## config.mk

```make
export PLATFORM = sky130hd
export DESIGN_NAME = awd_device_flat
export DESIGN_NICKNAME = d
export VERILOG_FILES = /design/src/awd_pkg.sv /design/src/awd_link_if.sv /design/src/awd_pw_capture.sv /design/src/awd_device.sv /design/src/flat_wrapper.sv
export SDC_FILE = /design/constraint.sdc
export NUM_CORES = 2
export LEC_CHECK = 0
export ABC_AREA = 1
export BUFFER_PORTS_ARGS = -buffer_cell sky130_fd_sc_hd__buf_2
export CAP_MARGIN = 30
export CORE_MARGIN = 4
export CORE_UTILIZATION = 32
export DETAILED_ROUTE_END_ITERATION = 16
export MAX_ROUTING_LAYER = met4
export PLACE_DENSITY = 0.62
export SETUP_SLACK_MARGIN = 0.1
export SLEW_MARGIN = 10
export SYNTH_ARGS = -nofsm -noshare
export SYNTH_HDL_FRONTEND = slang
export SYNTH_SLANG_ARGS = --single-unit
```

## constraint.sdc

```tcl
create_clock -name clk_in -period 5.3 [get_ports clk_in]
set_input_delay 0 -clock clk_in [delete_from_list [all_inputs] [get_ports clk_in]]
set_output_delay 0 -clock clk_in [all_outputs]
set_load 0.1 [all_outputs]
```

## src/awd_pkg.sv

```systemverilog
// Purpose: shared constants and types for the ata write/diagnostic/password command block
// Assumes: one 50 MHz clock, synchronous active-low reset
// Notes: task-file register indexes are 3-bit register selects on the link
package awd_pkg;
  // ----------------------------------------------------------------
  // task-file register selects
  // ----------------------------------------------------------------
  localparam logic [2:0] TF_ERR_FEAT = 3'h1;
  localparam logic [2:0] TF_COUNT = 3'h2;
  localparam logic [2:0] TF_ADDR0 = 3'h3;
  localparam logic [2:0] TF_ADDR1 = 3'h4;
  localparam logic [2:0] TF_ADDR2 = 3'h5;
  localparam logic [2:0] TF_DEVHEAD = 3'h6;
  localparam logic [2:0] TF_STAT_CMD = 3'h7;
  // ----------------------------------------------------------------
  // command codes
  // ----------------------------------------------------------------
  localparam logic [7:0] CMD_WRITE_PIO = 8'h30;
  localparam logic [7:0] CMD_WRITE_DMA = 8'hca;
  localparam logic [7:0] CMD_DIAG = 8'h90;
  localparam logic [7:0] CMD_PW_SET = 8'hf1;
  // ----------------------------------------------------------------
  // status, error, drive/head and password control word bit positions
  // ----------------------------------------------------------------
  localparam int ST_BUSY = 7;
  localparam int ST_READY = 6;
  localparam int ST_FAULT = 5;
  localparam int ST_DREQ = 3;
  localparam int ST_FAIL = 0;
  localparam int ER_CRC = 7;
  localparam int ER_NOADDR = 4;
  localparam int ER_ABORT = 2;
  localparam int DH_LBA_MODE = 6;
  localparam int DH_DRIVE_SEL = 4;
  localparam int PW_ID_BIT = 0;
  localparam int PW_LEVEL_BIT = 8;
  // ----------------------------------------------------------------
  // reset values and counts
  // ----------------------------------------------------------------
  localparam logic [7:0] STATUS_RESET = 8'h40;
  localparam logic [7:0] TF_RESET = 8'h00;
  localparam logic [7:0] DIAG_PASS = 8'h01;
  localparam logic [7:0] WORD_LAST = 8'hff;
  localparam logic [8:0] SECTORS_ZERO_COUNT = 9'h100;
  localparam logic [7:0] PW_WORD_FIRST = 8'h01;
  localparam logic [7:0] PW_WORD_LAST = 8'h10;
  localparam logic [7:0] PW_REV_WORD = 8'h11;
  localparam logic [15:0] MASTER_REV_RESET = 16'hfffe;
  localparam logic [8:0] HOST_PW_WORDS = 9'h100;
  // ----------------------------------------------------------------
  // device command sequencer states
  // ----------------------------------------------------------------
  typedef enum logic [2:0] {AWD_IDLE, AWD_PIO, AWD_DMA, AWD_PW} awd_state_e;
endpackage : awd_pkg

```

## src/awd_link_if.sv

```systemverilog
// Purpose: task-file and data-word link between host controller and device
// Assumes: both ends on clk_in; every signal driven by a flip-flop
// Notes: register read data stand the cycle after the read strobe
`timescale 1ns/10ps
interface awd_link_if;
  logic tf_wr;
  logic tf_rd;
  logic [2:0] tf_addr;
  logic [7:0] tf_wdata;
  logic [7:0] tf_rdata;
  logic dat_valid;
  logic [15:0] dat_word;
  logic dat_crc_err;
  logic dat_ready;
  logic intrq;
  // ----------------------------------------------------------------
  // party views
  // ----------------------------------------------------------------
  modport dev (input tf_wr, tf_rd, tf_addr, tf_wdata, dat_valid, dat_word, dat_crc_err,
               output tf_rdata, dat_ready, intrq);
  modport host (output tf_wr, tf_rd, tf_addr, tf_wdata, dat_valid, dat_word, dat_crc_err,
                input tf_rdata, dat_ready, intrq);
endinterface : awd_link_if

```

## src/awd_pw_capture.sv

```systemverilog
// Purpose: captures the 512-byte password block and commits the stored passwords
// Assumes: word_idx counts 0..255 within the block, commit only after the last word
// Notes: staging is overwritten by the next block; only commit updates stored state
`timescale 1ns/10ps
module awd_pw_capture
  import awd_pkg::*;
(
  // clock and reset
  input wire logic clk_in,
  input wire logic rstn_in,
  // word stream
  input wire logic word_valid_in,
  input wire logic [7:0] word_idx_in,
  input wire logic [15:0] word_in,
  input wire logic commit_in,
  // stored state
  output logic [255:0] user_pw_out,
  output logic [255:0] master_pw_out,
  output logic level_max_out,
  output logic lock_armed_out,
  output logic [15:0] master_rev_out
);
  logic [15:0] stage_r [16];
  logic [15:0] ctl_r;
  logic [15:0] rev_r;
  logic [255:0] stage_flat;

  // staging of control word, password words and revision word
  always_ff @(posedge clk_in) begin
    if (!rstn_in) begin
      ctl_r <= 16'h0000;
      rev_r <= 16'h0000;
      for (int i = 0; i < 16; i++) stage_r[i] <= 16'h0000;
    end else if (word_valid_in) begin
      if (word_idx_in == 8'h00) ctl_r <= word_in;
      if (word_idx_in == PW_REV_WORD) rev_r <= word_in;
      if (word_idx_in >= PW_WORD_FIRST && word_idx_in <= PW_WORD_LAST)
        stage_r[word_idx_in[3:0] - 4'h1] <= word_in;
    end
  end

  // word 1 sits in the low bits of the stored password
  always_comb begin
    stage_flat = '0;
    for (int i = 0; i < 16; i++) stage_flat[i*16 +: 16] = stage_r[i];
  end

  // commit: user password arms the lock, master password keeps lock and level
  always_ff @(posedge clk_in) begin
    if (!rstn_in) begin
      user_pw_out <= '0;
      master_pw_out <= '0;
      level_max_out <= 1'b0;
      lock_armed_out <= 1'b0;
      master_rev_out <= MASTER_REV_RESET;
    end else if (commit_in) begin
      if (!ctl_r[PW_ID_BIT]) begin
        user_pw_out <= stage_flat;
        lock_armed_out <= 1'b1;
        level_max_out <= ctl_r[PW_LEVEL_BIT];
      end else begin
        master_pw_out <= stage_flat;
        master_rev_out <= rev_r;
      end
    end
  end
endmodule : awd_pw_capture

```

## src/awd_device.sv

```systemverilog
// Purpose: device end; decodes task-file commands, moves sector data, reports completion
// Assumes: host follows the link contract; media back end flags errors per sector
// Notes: task-file writes are ignored while busy; one interrupt per finished pio data block and at each completion
//
// Summary of operation
// - command 30h is a pio sector write
// - address from three bytes plus head nibble
// - count of zero means 256 sectors
// - host sets lba mode bit 6
// - drive select bit reported back unchanged
// - success: ready set, all else clear; here the fault bit still follows fault_in
// - error: ready set, fail flag on errors
// - address not found for out-of-range address
// - abort on crc, failure or bad address; an out-of-range address sets only address not found
// - crc flag on dma transfer errors
// - failing sector address loaded on error
// - interrupt per pio data block
// - command cah is a dma write
// - diagnostic 90h accepted regardless of ready
// - diagnostic code into error register
// - signature loaded, drive select cleared
// - f1h takes 512 bytes password data
// - word 0 selects identifier and level
// - master revision reported as identify word 92; here only driven on master_rev_out, no identify command
// - refused password set aborts with error
// - user arms lock, master records revision
//
// The register offsets and the strobed register port were left to the implementer.
`timescale 1ns/10ps
module awd_device
  import awd_pkg::*;
#(
  parameter logic [7:0] SIG_COUNT = 8'h00,   // arbitrary signature bytes
  parameter logic [7:0] SIG_ADDR0 = 8'h00,
  parameter logic [7:0] SIG_ADDR1 = 8'h00,
  parameter logic [7:0] SIG_ADDR2 = 8'h00,
  parameter logic [7:0] SIG_DEVHEAD = 8'h00
)
(
  // clock and reset
  input wire logic clk_in,
  input wire logic rstn_in,
  // link to host
  awd_link_if.dev link,
  // back-end status
  input wire logic [27:0] max_lba_in,
  input wire logic media_err_in,
  input wire logic fault_in,
  input wire logic [7:0] diag_code_in,
  input wire logic pw_refuse_in,
  // sector data to back end
  output logic sec_wr_out,
  output logic [15:0] sec_data_out,
  output logic [27:0] sec_lba_out,
  // security state
  output logic [255:0] user_pw_out,
  output logic [255:0] master_pw_out,
  output logic level_max_out,
  output logic lock_armed_out,
  output logic [15:0] master_rev_out
);
  awd_state_e state_r, state_nxt;
  logic [7:0] err_r, feat_r, cnt_r, a0_r, a1_r, a2_r, dh_r, stat_r;
  logic [27:0] lba_r;
  logic [8:0] left_r;
  logic [7:0] widx_r;
  logic ready_r, irq_r;
  logic [7:0] rdata_r;
  logic acc, blk_end, cmd_go, xfer_fail, fin_ok, fin_err;
  logic [7:0] fin_bits;
  logic [8:0] req_n;
  logic [28:0] last_lba;
  logic range_bad;

  function automatic logic [27:0] mk_lba(input logic [7:0] dh, a2, a1, a0);
    return {dh[3:0], a2, a1, a0};
  endfunction : mk_lba

  // completion status byte; fault reported from the back end
  function automatic logic [7:0] mk_status(input logic err, input logic df);
    logic [7:0] s;
    s = 8'h00;
    s[ST_READY] = 1'b1;
    s[ST_FAULT] = df;
    s[ST_FAIL] = err;
    return s;
  endfunction : mk_status

  // ----------------------------------------------------------------
  // command decode and transfer events
  // ----------------------------------------------------------------
  always_comb begin
    acc = link.dat_valid && ready_r;
    blk_end = acc && (widx_r == WORD_LAST);
    // command register taken whenever not busy, ready not required
    cmd_go = link.tf_wr && (link.tf_addr == TF_STAT_CMD) && (state_r == AWD_IDLE);
    req_n = (cnt_r == 8'h00) ? SECTORS_ZERO_COUNT : {1'b0, cnt_r};
    last_lba = {1'b0, mk_lba(dh_r, a2_r, a1_r, a0_r)} + {20'h00000, req_n} - 29'h0000001;
    range_bad = last_lba > {1'b0, max_lba_in};
    xfer_fail = 1'b0;
    fin_ok = 1'b0;
    fin_err = 1'b0;
    fin_bits = 8'h00;
    case (state_r)
      AWD_PIO, AWD_DMA: begin
        // crc error on a dma word
        if (state_r == AWD_DMA && acc && link.dat_crc_err) begin
          xfer_fail = 1'b1;
          fin_bits[ER_CRC] = 1'b1;
          fin_bits[ER_ABORT] = 1'b1;
        end else if (blk_end && media_err_in) begin
          xfer_fail = 1'b1;
          fin_bits[ER_ABORT] = 1'b1;
        end else if (blk_end && left_r == 9'h001) begin
          fin_ok = 1'b1;
        end
        fin_err = xfer_fail;
      end
      AWD_PW: begin
        if (blk_end) begin
          fin_err = pw_refuse_in;
          fin_bits[ER_ABORT] = pw_refuse_in;
          fin_ok = !pw_refuse_in;
        end
      end
      default: begin
      end
    endcase
  end

  // next state of the command sequencer
  always_comb begin
    state_nxt = state_r;
    case (state_r)
      AWD_IDLE: begin
        if (cmd_go && dh_r[DH_LBA_MODE] && !range_bad) begin
          if (link.tf_wdata == CMD_WRITE_PIO) state_nxt = AWD_PIO;
          if (link.tf_wdata == CMD_WRITE_DMA) state_nxt = AWD_DMA;
        end
        if (cmd_go && link.tf_wdata == CMD_PW_SET) state_nxt = AWD_PW;
      end
      AWD_PIO, AWD_DMA, AWD_PW: begin
        if (fin_ok || fin_err) state_nxt = AWD_IDLE;
      end
      default: state_nxt = AWD_IDLE;
    endcase
  end

  // ----------------------------------------------------------------
  // sequencer, counters and data handshake
  // ----------------------------------------------------------------
  always_ff @(posedge clk_in) begin
    if (!rstn_in) begin
      state_r <= AWD_IDLE;
      lba_r <= 28'h0000000;
      left_r <= 9'h000;
      widx_r <= 8'h00;
      ready_r <= 1'b0;
    end else begin
      state_r <= state_nxt;
      ready_r <= (state_nxt != AWD_IDLE);
      if (state_r == AWD_IDLE) begin
        lba_r <= mk_lba(dh_r, a2_r, a1_r, a0_r);
        left_r <= req_n;
        widx_r <= 8'h00;
      end else if (acc) begin
        widx_r <= widx_r + 8'h01;
        if (blk_end) begin
          lba_r <= lba_r + 28'h0000001;
          left_r <= left_r - 9'h001;
        end
      end
    end
  end

  // ----------------------------------------------------------------
  // task-file registers and status
  // ----------------------------------------------------------------
  always_ff @(posedge clk_in) begin
    if (!rstn_in) begin
      err_r <= TF_RESET;
      feat_r <= TF_RESET;
      cnt_r <= TF_RESET;
      a0_r <= TF_RESET;
      a1_r <= TF_RESET;
      a2_r <= TF_RESET;
      dh_r <= TF_RESET;
      stat_r <= STATUS_RESET;
    end else if (state_r == AWD_IDLE && link.tf_wr) begin
      case (link.tf_addr)
        TF_ERR_FEAT: feat_r <= link.tf_wdata;
        TF_COUNT: cnt_r <= link.tf_wdata;
        TF_ADDR0: a0_r <= link.tf_wdata;
        TF_ADDR1: a1_r <= link.tf_wdata;
        TF_ADDR2: a2_r <= link.tf_wdata;
        // drive select kept as written and read back
        TF_DEVHEAD: dh_r <= link.tf_wdata;
        TF_STAT_CMD: begin
          err_r <= 8'h00;
          if (link.tf_wdata == CMD_DIAG) begin
            err_r <= diag_code_in;
            cnt_r <= SIG_COUNT;
            a0_r <= SIG_ADDR0;
            a1_r <= SIG_ADDR1;
            a2_r <= SIG_ADDR2;
            dh_r <= SIG_DEVHEAD & ~(8'h01 << DH_DRIVE_SEL);
            stat_r <= mk_status(1'b0, fault_in);
          end else if (link.tf_wdata == CMD_WRITE_PIO || link.tf_wdata == CMD_WRITE_DMA) begin
            if (!dh_r[DH_LBA_MODE]) begin
              // address not flagged as lba is refused
              err_r <= 8'h01 << ER_ABORT;
              stat_r <= mk_status(1'b1, fault_in);
            end else if (range_bad) begin
              err_r <= 8'h01 << ER_NOADDR;
              stat_r <= mk_status(1'b1, fault_in);
            end else begin
              stat_r <= 8'h01 << ST_DREQ;
              stat_r[ST_BUSY] <= (link.tf_wdata == CMD_WRITE_DMA);
              stat_r[ST_READY] <= 1'b1;
            end
          end else if (link.tf_wdata == CMD_PW_SET) begin
            stat_r <= (8'h01 << ST_DREQ) | (8'h01 << ST_READY);
          end else begin
            err_r <= 8'h01 << ER_ABORT;
            stat_r <= mk_status(1'b1, fault_in);
          end
        end
        default: begin
        end
      endcase
    end else if (fin_ok) begin
      stat_r <= mk_status(1'b0, fault_in);
    end else if (fin_err) begin
      // error completion, fail flag from error bits
      err_r <= fin_bits;
      stat_r <= mk_status(fin_bits != 8'h00, fault_in);
      if (state_r != AWD_PW) begin
        a0_r <= lba_r[7:0];
        a1_r <= lba_r[15:8];
        a2_r <= lba_r[23:16];
        dh_r[3:0] <= lba_r[27:24];
      end
    end
  end

  // register read data, one cycle after the strobe
  always_ff @(posedge clk_in) begin
    if (!rstn_in) begin
      rdata_r <= 8'h00;
    end else if (link.tf_rd) begin
      case (link.tf_addr)
        TF_ERR_FEAT: rdata_r <= err_r;
        TF_COUNT: rdata_r <= cnt_r;
        TF_ADDR0: rdata_r <= a0_r;
        TF_ADDR1: rdata_r <= a1_r;
        TF_ADDR2: rdata_r <= a2_r;
        TF_DEVHEAD: rdata_r <= dh_r;
        TF_STAT_CMD: rdata_r <= stat_r;
        default: rdata_r <= 8'h00;
      endcase
    end
  end

  // ----------------------------------------------------------------
  // interrupt and sector data outputs
  // ----------------------------------------------------------------
  always_ff @(posedge clk_in) begin
    if (!rstn_in) begin
      irq_r <= 1'b0;
      sec_wr_out <= 1'b0;
      sec_data_out <= 16'h0000;
      sec_lba_out <= 28'h0000000;
    end else begin
      // pulse per finished pio block and at every completion
      irq_r <= (state_r == AWD_PIO && blk_end) || fin_ok || fin_err ||
               (cmd_go && state_nxt == AWD_IDLE);
      sec_wr_out <= acc && (state_r != AWD_PW);
      sec_data_out <= link.dat_word;
      sec_lba_out <= lba_r;
    end
  end

  assign link.tf_rdata = rdata_r;
  assign link.dat_ready = ready_r;
  assign link.intrq = irq_r;

  // password block capture and stored security state
  awd_pw_capture u_pw (
    .clk_in(clk_in),
    .rstn_in(rstn_in),
    .word_valid_in(acc && state_r == AWD_PW),
    .word_idx_in(widx_r),
    .word_in(link.dat_word),
    .commit_in(state_r == AWD_PW && fin_ok),
    .user_pw_out(user_pw_out),
    .master_pw_out(master_pw_out),
    .level_max_out(level_max_out),
    .lock_armed_out(lock_armed_out),
    .master_rev_out(master_rev_out)
  );
endmodule : awd_device

```

## src/flat_wrapper.sv

```systemverilog
// flat-port wrapper written by rule: the top's interface ports become plain ports
module awd_device_flat import awd_pkg::*;
#(
  parameter logic [7:0] SIG_COUNT = 8'h00,                               
  parameter logic [7:0] SIG_ADDR0 = 8'h00,
  parameter logic [7:0] SIG_ADDR1 = 8'h00,
  parameter logic [7:0] SIG_ADDR2 = 8'h00,
  parameter logic [7:0] SIG_DEVHEAD = 8'h00
)
  (clk_in, rstn_in, max_lba_in, media_err_in, fault_in, diag_code_in, pw_refuse_in, sec_wr_out, sec_data_out, sec_lba_out, user_pw_out, master_pw_out, level_max_out, lock_armed_out, master_rev_out, link_tf_wr, link_tf_rd, link_tf_addr, link_tf_wdata, link_dat_valid, link_dat_word, link_dat_crc_err, link_tf_rdata, link_dat_ready, link_intrq);
  awd_link_if link_i ();
  input wire logic clk_in;
  input wire logic rstn_in;
  input wire logic [27:0] max_lba_in;
  input wire logic media_err_in;
  input wire logic fault_in;
  input wire logic [7:0] diag_code_in;
  input wire logic pw_refuse_in;
  output logic sec_wr_out;
  output logic [15:0] sec_data_out;
  output logic [27:0] sec_lba_out;
  output logic [255:0] user_pw_out;
  output logic [255:0] master_pw_out;
  output logic level_max_out;
  output logic lock_armed_out;
  output logic [15:0] master_rev_out;
  input wire logic [$bits(link_i.tf_wr)-1:0] link_tf_wr;
  input wire logic [$bits(link_i.tf_rd)-1:0] link_tf_rd;
  input wire logic [$bits(link_i.tf_addr)-1:0] link_tf_addr;
  input wire logic [$bits(link_i.tf_wdata)-1:0] link_tf_wdata;
  input wire logic [$bits(link_i.dat_valid)-1:0] link_dat_valid;
  input wire logic [$bits(link_i.dat_word)-1:0] link_dat_word;
  input wire logic [$bits(link_i.dat_crc_err)-1:0] link_dat_crc_err;
  output wire logic [$bits(link_i.tf_rdata)-1:0] link_tf_rdata;
  output wire logic [$bits(link_i.dat_ready)-1:0] link_dat_ready;
  output wire logic [$bits(link_i.intrq)-1:0] link_intrq;
  assign link_i.tf_wr = link_tf_wr;
  assign link_i.tf_rd = link_tf_rd;
  assign link_i.tf_addr = link_tf_addr;
  assign link_i.tf_wdata = link_tf_wdata;
  assign link_i.dat_valid = link_dat_valid;
  assign link_i.dat_word = link_dat_word;
  assign link_i.dat_crc_err = link_dat_crc_err;
  assign link_tf_rdata = link_i.tf_rdata;
  assign link_dat_ready = link_i.dat_ready;
  assign link_intrq = link_i.intrq;
  awd_device #(.SIG_COUNT(SIG_COUNT), .SIG_ADDR0(SIG_ADDR0), .SIG_ADDR1(SIG_ADDR1), .SIG_ADDR2(SIG_ADDR2), .SIG_DEVHEAD(SIG_DEVHEAD)) u_core (.clk_in(clk_in), .rstn_in(rstn_in), .link(link_i), .max_lba_in(max_lba_in), .media_err_in(media_err_in), .fault_in(fault_in), .diag_code_in(diag_code_in), .pw_refuse_in(pw_refuse_in), .sec_wr_out(sec_wr_out), .sec_data_out(sec_data_out), .sec_lba_out(sec_lba_out), .user_pw_out(user_pw_out), .master_pw_out(master_pw_out), .level_max_out(level_max_out), .lock_armed_out(lock_armed_out), .master_rev_out(master_rev_out));
endmodule
```

==> flow_metrics.py <==
metrics = {
    "layout": {
        "fin_nets": 5086,
        "final_cell_mix": "inv_1 (764), dfxtp_1 (703), buf_2 (655)",
        "final_area_sq_mm": 0.0466,
        "drive_gt1_frac": 0.189,
        "stdcell_count": 6569,
        "syn2layout_area_growth_pct": 22.8,
        "final_common_cell": "inv_1",
    },
    "critical_path": {
        "reg2reg_from": "u_core.a0_r[1]$_SDFFE_PN0P_",
        "r2r-end": "u_core.stat_r[5]$_SDFFE_PN0P_",
        "setup.worst_path.end": "u_core.stat_r[5]$_SDFFE_PN0P_",
        "r2r_setup_slack_ps": 470,
        "required_ps": 5840,
        "path_max_fanout": 4,
        "crit_path_end_kind": "register",
        "worst-endpoint-arrival_ps": 5370,
        "worstSetupStartpointType": "register",
        "setup.worst_path.start": "u_core.a0_r[1]$_SDFFE_PN0P_",
        "r2r_cells": 25,
        "critPathKind": "register to register",
    },
    "power": {
        "power_uw": 16300,
        "power_density_mw_per_mm2": 350,
        "p_seq_frac": 0.475,
        "clkPwrFrac": 0.449,
        "combPwrFrac": 0.076,
        "vdd_drop_max_mv": 0.259,
        "swShare": 0.250,
        "p_int_uw": 12200,
        "power_switching_uw": 4090,
        "p_leak_uw": 0.0196,
    },
    "sta": {
        "setup_viol": 0,
        "rsz0062_at_grt": "false",
        "hold_viol_final": 0,
        "fin_setup_tns_ps": 0,
        "max_slew_margin": 0.239,
        "maxSlewViolCount": 0,
        "worst_pin_slew_ps": 1140,
        "max_freq_mhz": 207,
        "clock-skew-final_ps": 47.2,
        "finalCritPeriodShare": 0.912,
        "finalCriticalPeriod_ps": 4830,
    },
    "floorplan": {
        "fp-row-count": 126,
        "ios": 657,
        "dieArea_sq_mm": 0.124,
        "core_sq_mm": 0.118,
        "die_height_um": 352,
        "die_x_um": 352,
        "initial_core_util": 0.322,
    },
    "clocking": {
        "cts-buffers-inserted": 104,
        "cts.clk_slew.worst_paths_ps": 60,
        "clk_latency_ps": 700,
        "cts_buffer_depth": 3,
        "h-tree-depth": 3,
        "cts_tree": "built",
        "clock_sinks": 959,
        "cts-root-buf": "clkbuf_16",
    },
    "global_routing": {
        "globalRouteOverflowTotal": 0,
        "grt_pass1_vias": 29882,
        "grt_pass1_wl_mm": 189,
        "grt_usage": 0.203,
        "grt_max_degree": 264,
        "antenna_found_initial": 2,
    },
    "logic_synthesis": {
        "ys_async_sr_fraction": 0,
        "yosysWarningCount": 0,
        "syn_area_per_cell_sq_um": 8.79,
        "synth_nets": 4466,
        "synth_cells": 4321,
        "synth_area_sq_mm": 0.0380,
        "synthFlopType": "dfxtp_1",
        "synth_edf_count": 256,
        "ys_ff_latch": 959,
        "yosysUniqueCellTypes": 60,
        "ys_seq_area_frac": 0.573,
    },
    "outcome": {
        "status": "finished clean",
    },
    "placed_design": {
        "place.gp.congestion": 0.966,
        "portBuffers": 656,
        "dp_hpwl_mm": 88.9,
        "place_area_sq_mm": 0.0425,
        "dp.cells": 6311,
    },
    "route": {
        "firstDrtPassIters": 5,
        "postRouteAntennaNets": 0,
        "avgRoutedWirePerCell_um": 19.6,
        "viasPerCell": 4.78,
        "drt_iter0_markers": 2554,
        "drc": 0,
        "via_count": 31408,
        "finalWirelength_mm": 128,
    },
    "hold_path": {
        "hp-class": "input port to register",
    },
    "flow_run": {
        "maxCapViolCount": 0,
    },
}
Yosys cell counts, drive strengths merged (2+ instances only):
library cell / n / area share
a211oi: 7 / 0.0014
a21boi: 2 / 0.00049
a21o: 3 / 0.00059
a21oi: 645 / 0.086
a221oi: 3 / 0.00069
a22oi: 7 / 0.0014
a31oi: 31 / 0.0051
buf: 117 / 0.018
clkbuf: 134 / 0.013
clkinv: 16 / 0.0016
dfxtp: 703 / 0.37
edfxtp: 256 / 0.20
ha: 72 / 0.024
inv: 773 / 0.076
nand2: 369 / 0.038
nand3: 70 / 0.010
nand4: 19 / 0.0033
nor2: 341 / 0.036
nor3: 22 / 0.0033
nor4: 8 / 0.0019
o2111ai: 4 / 0.00092
o211ai: 2 / 0.00040
o21a: 2 / 0.00040
o21ai: 613 / 0.081
o21bai: 2 / 0.00040
o221ai: 12 / 0.0028
o22ai: 20 / 0.0033
or2: 4 / 0.00066
xnor2: 14 / 0.0032
xor2: 42 / 0.0097
kinds of logic (layout without fill, tap and decap cells):
| group | Yosys count | count (layout) | share of synthesized area |
|---|---|---|---|
| simple gates | 837 | 837 | 0.0946 |
| other cells | 1 | 2 | 0.0000988 |
| buf+inv | 1040 | 1751 | 0.109 |
| xor+xnor | 56 | 56 | 0.0129 |
| fa+ha+maj | 73 | 73 | 0.0243 |
| flops | 959 | 959 | 0.573 |
| compound gates | 1355 | 1355 | 0.186 |
sequential cells by signal, summed over array words and instances (netlist names), 9 cells and up:
| signal | cells |
|---|---|
| u_core.sec_lba_out | 28 |
| u_core.sec_data_out | 16 |
| u_core.u_pw.user_pw_out | 256 |
| u_core.u_pw.rev_r | 16 |
| u_core.u_pw.master_rev_out | 16 |
| u_core.left_r | 9 |
| u_core.u_pw.stage_r | 256 |
| u_core.lba_r | 28 |
| u_core.u_pw.master_pw_out | 256 |
worst min path at each step:
stage / from / endpoint / slack, ps / cells past startpoint
2_1_floorplan: link_dat_word[0] / u_core.sec_data_out[0]$_SDFF_PN0_ / 90 / 2
3_3_place_gp: link_dat_word[9] / u_core.sec_data_out[9]$_SDFF_PN0_ / 200 / 3
3_5_place_dp: link_dat_word[11] / u_core.sec_data_out[11]$_SDFF_PN0_ / 210 / 3
4_1_cts: link_dat_word[7] / u_core.sec_data_out[7]$_SDFF_PN0_ / 2 / 4
5_1_grt: link_dat_word[4] / u_core.sec_data_out[4]$_SDFF_PN0_ / 60 / 4
6_report: link_dat_word[7] / u_core.sec_data_out[7]$_SDFF_PN0_ / 70 / 4
per-layer routing:
| layer | global-route usage | part of all wire | up-vias |
|---|---|---|---|
| li1 | - | - | 15341 |
| met1 | 0.244 | 0.41 | 14782 |
| met2 | 0.341 | 0.49 | 1043 |
| met3 | 0.0343 | 0.063 | 242 |
| met4 | 0.0800 | 0.039 | 0 |
| met5 | - | 0 | - |
worst max-delay path: stages, from the launching register on:
cell,delay (ps)
dfxtp_1,330
inv_1,100
ha_1,300
inv_1,60
ha_1,220
inv_1,70
fa_1,410
o21ai_1,230
a31oi_1,180
o21ai_1,230
buf_4,160
a21oi_1,100
o21ai_1,280
nand2_1,100
nand2_1,150
xor2_1,100
ha_1,300
nand4_1,200
nor4_4,370
nand3_1,150
nand2_1,220
nand2_1,80
nand2_1,80
nand3_1,100
nand3_1,100
a21oi_1,60
final cells by class:
type                            instances  area [sq um]
Timing Repair Buffer                  765          4370
Tap cell                             1536          1920
Inverter                              789          2960
Antenna cell                            1          2.50
Multi-Input combinational cell       2322         12100
Sequential cell                       959         21800
Clock buffer                          152          2990
Fill cell                           11889         71300
Clock inverter                         45           524
metrics by stage:
step / util / setup WS (ps) / hold WS, ps
after floorplan: - / 1270 / 93.5
after global placement: 0.360 / 298 / 199
after detailed placement: 0.360 / 237 / 205
after CTS: 0.395 / 239 / 2.19
after global routing: 0.395 / 141 / 57.0
final: 0.395 / 469 / 70.1
power by group through the flow:
stage	combinational, uW	clock (uW)	sequential [uW]
6_report	1230	7330	7760
5_1_grt	1370	7770	7760
4_1_cts	1220	7490	7750
3_5_place_dp	1190	0	7910
3_3_place_gp	1190	0	7910
2_1_floorplan	727	0	7950
what timing repair did:
item	CTS	global route
resized for setup	0	5
hold endpoints to repair	366	0
hold buffers	59	0
endpoints found under the setup margin	0	8
buffers inserted	0	0
Note: power is estimated with default switching activity, not from simulation.
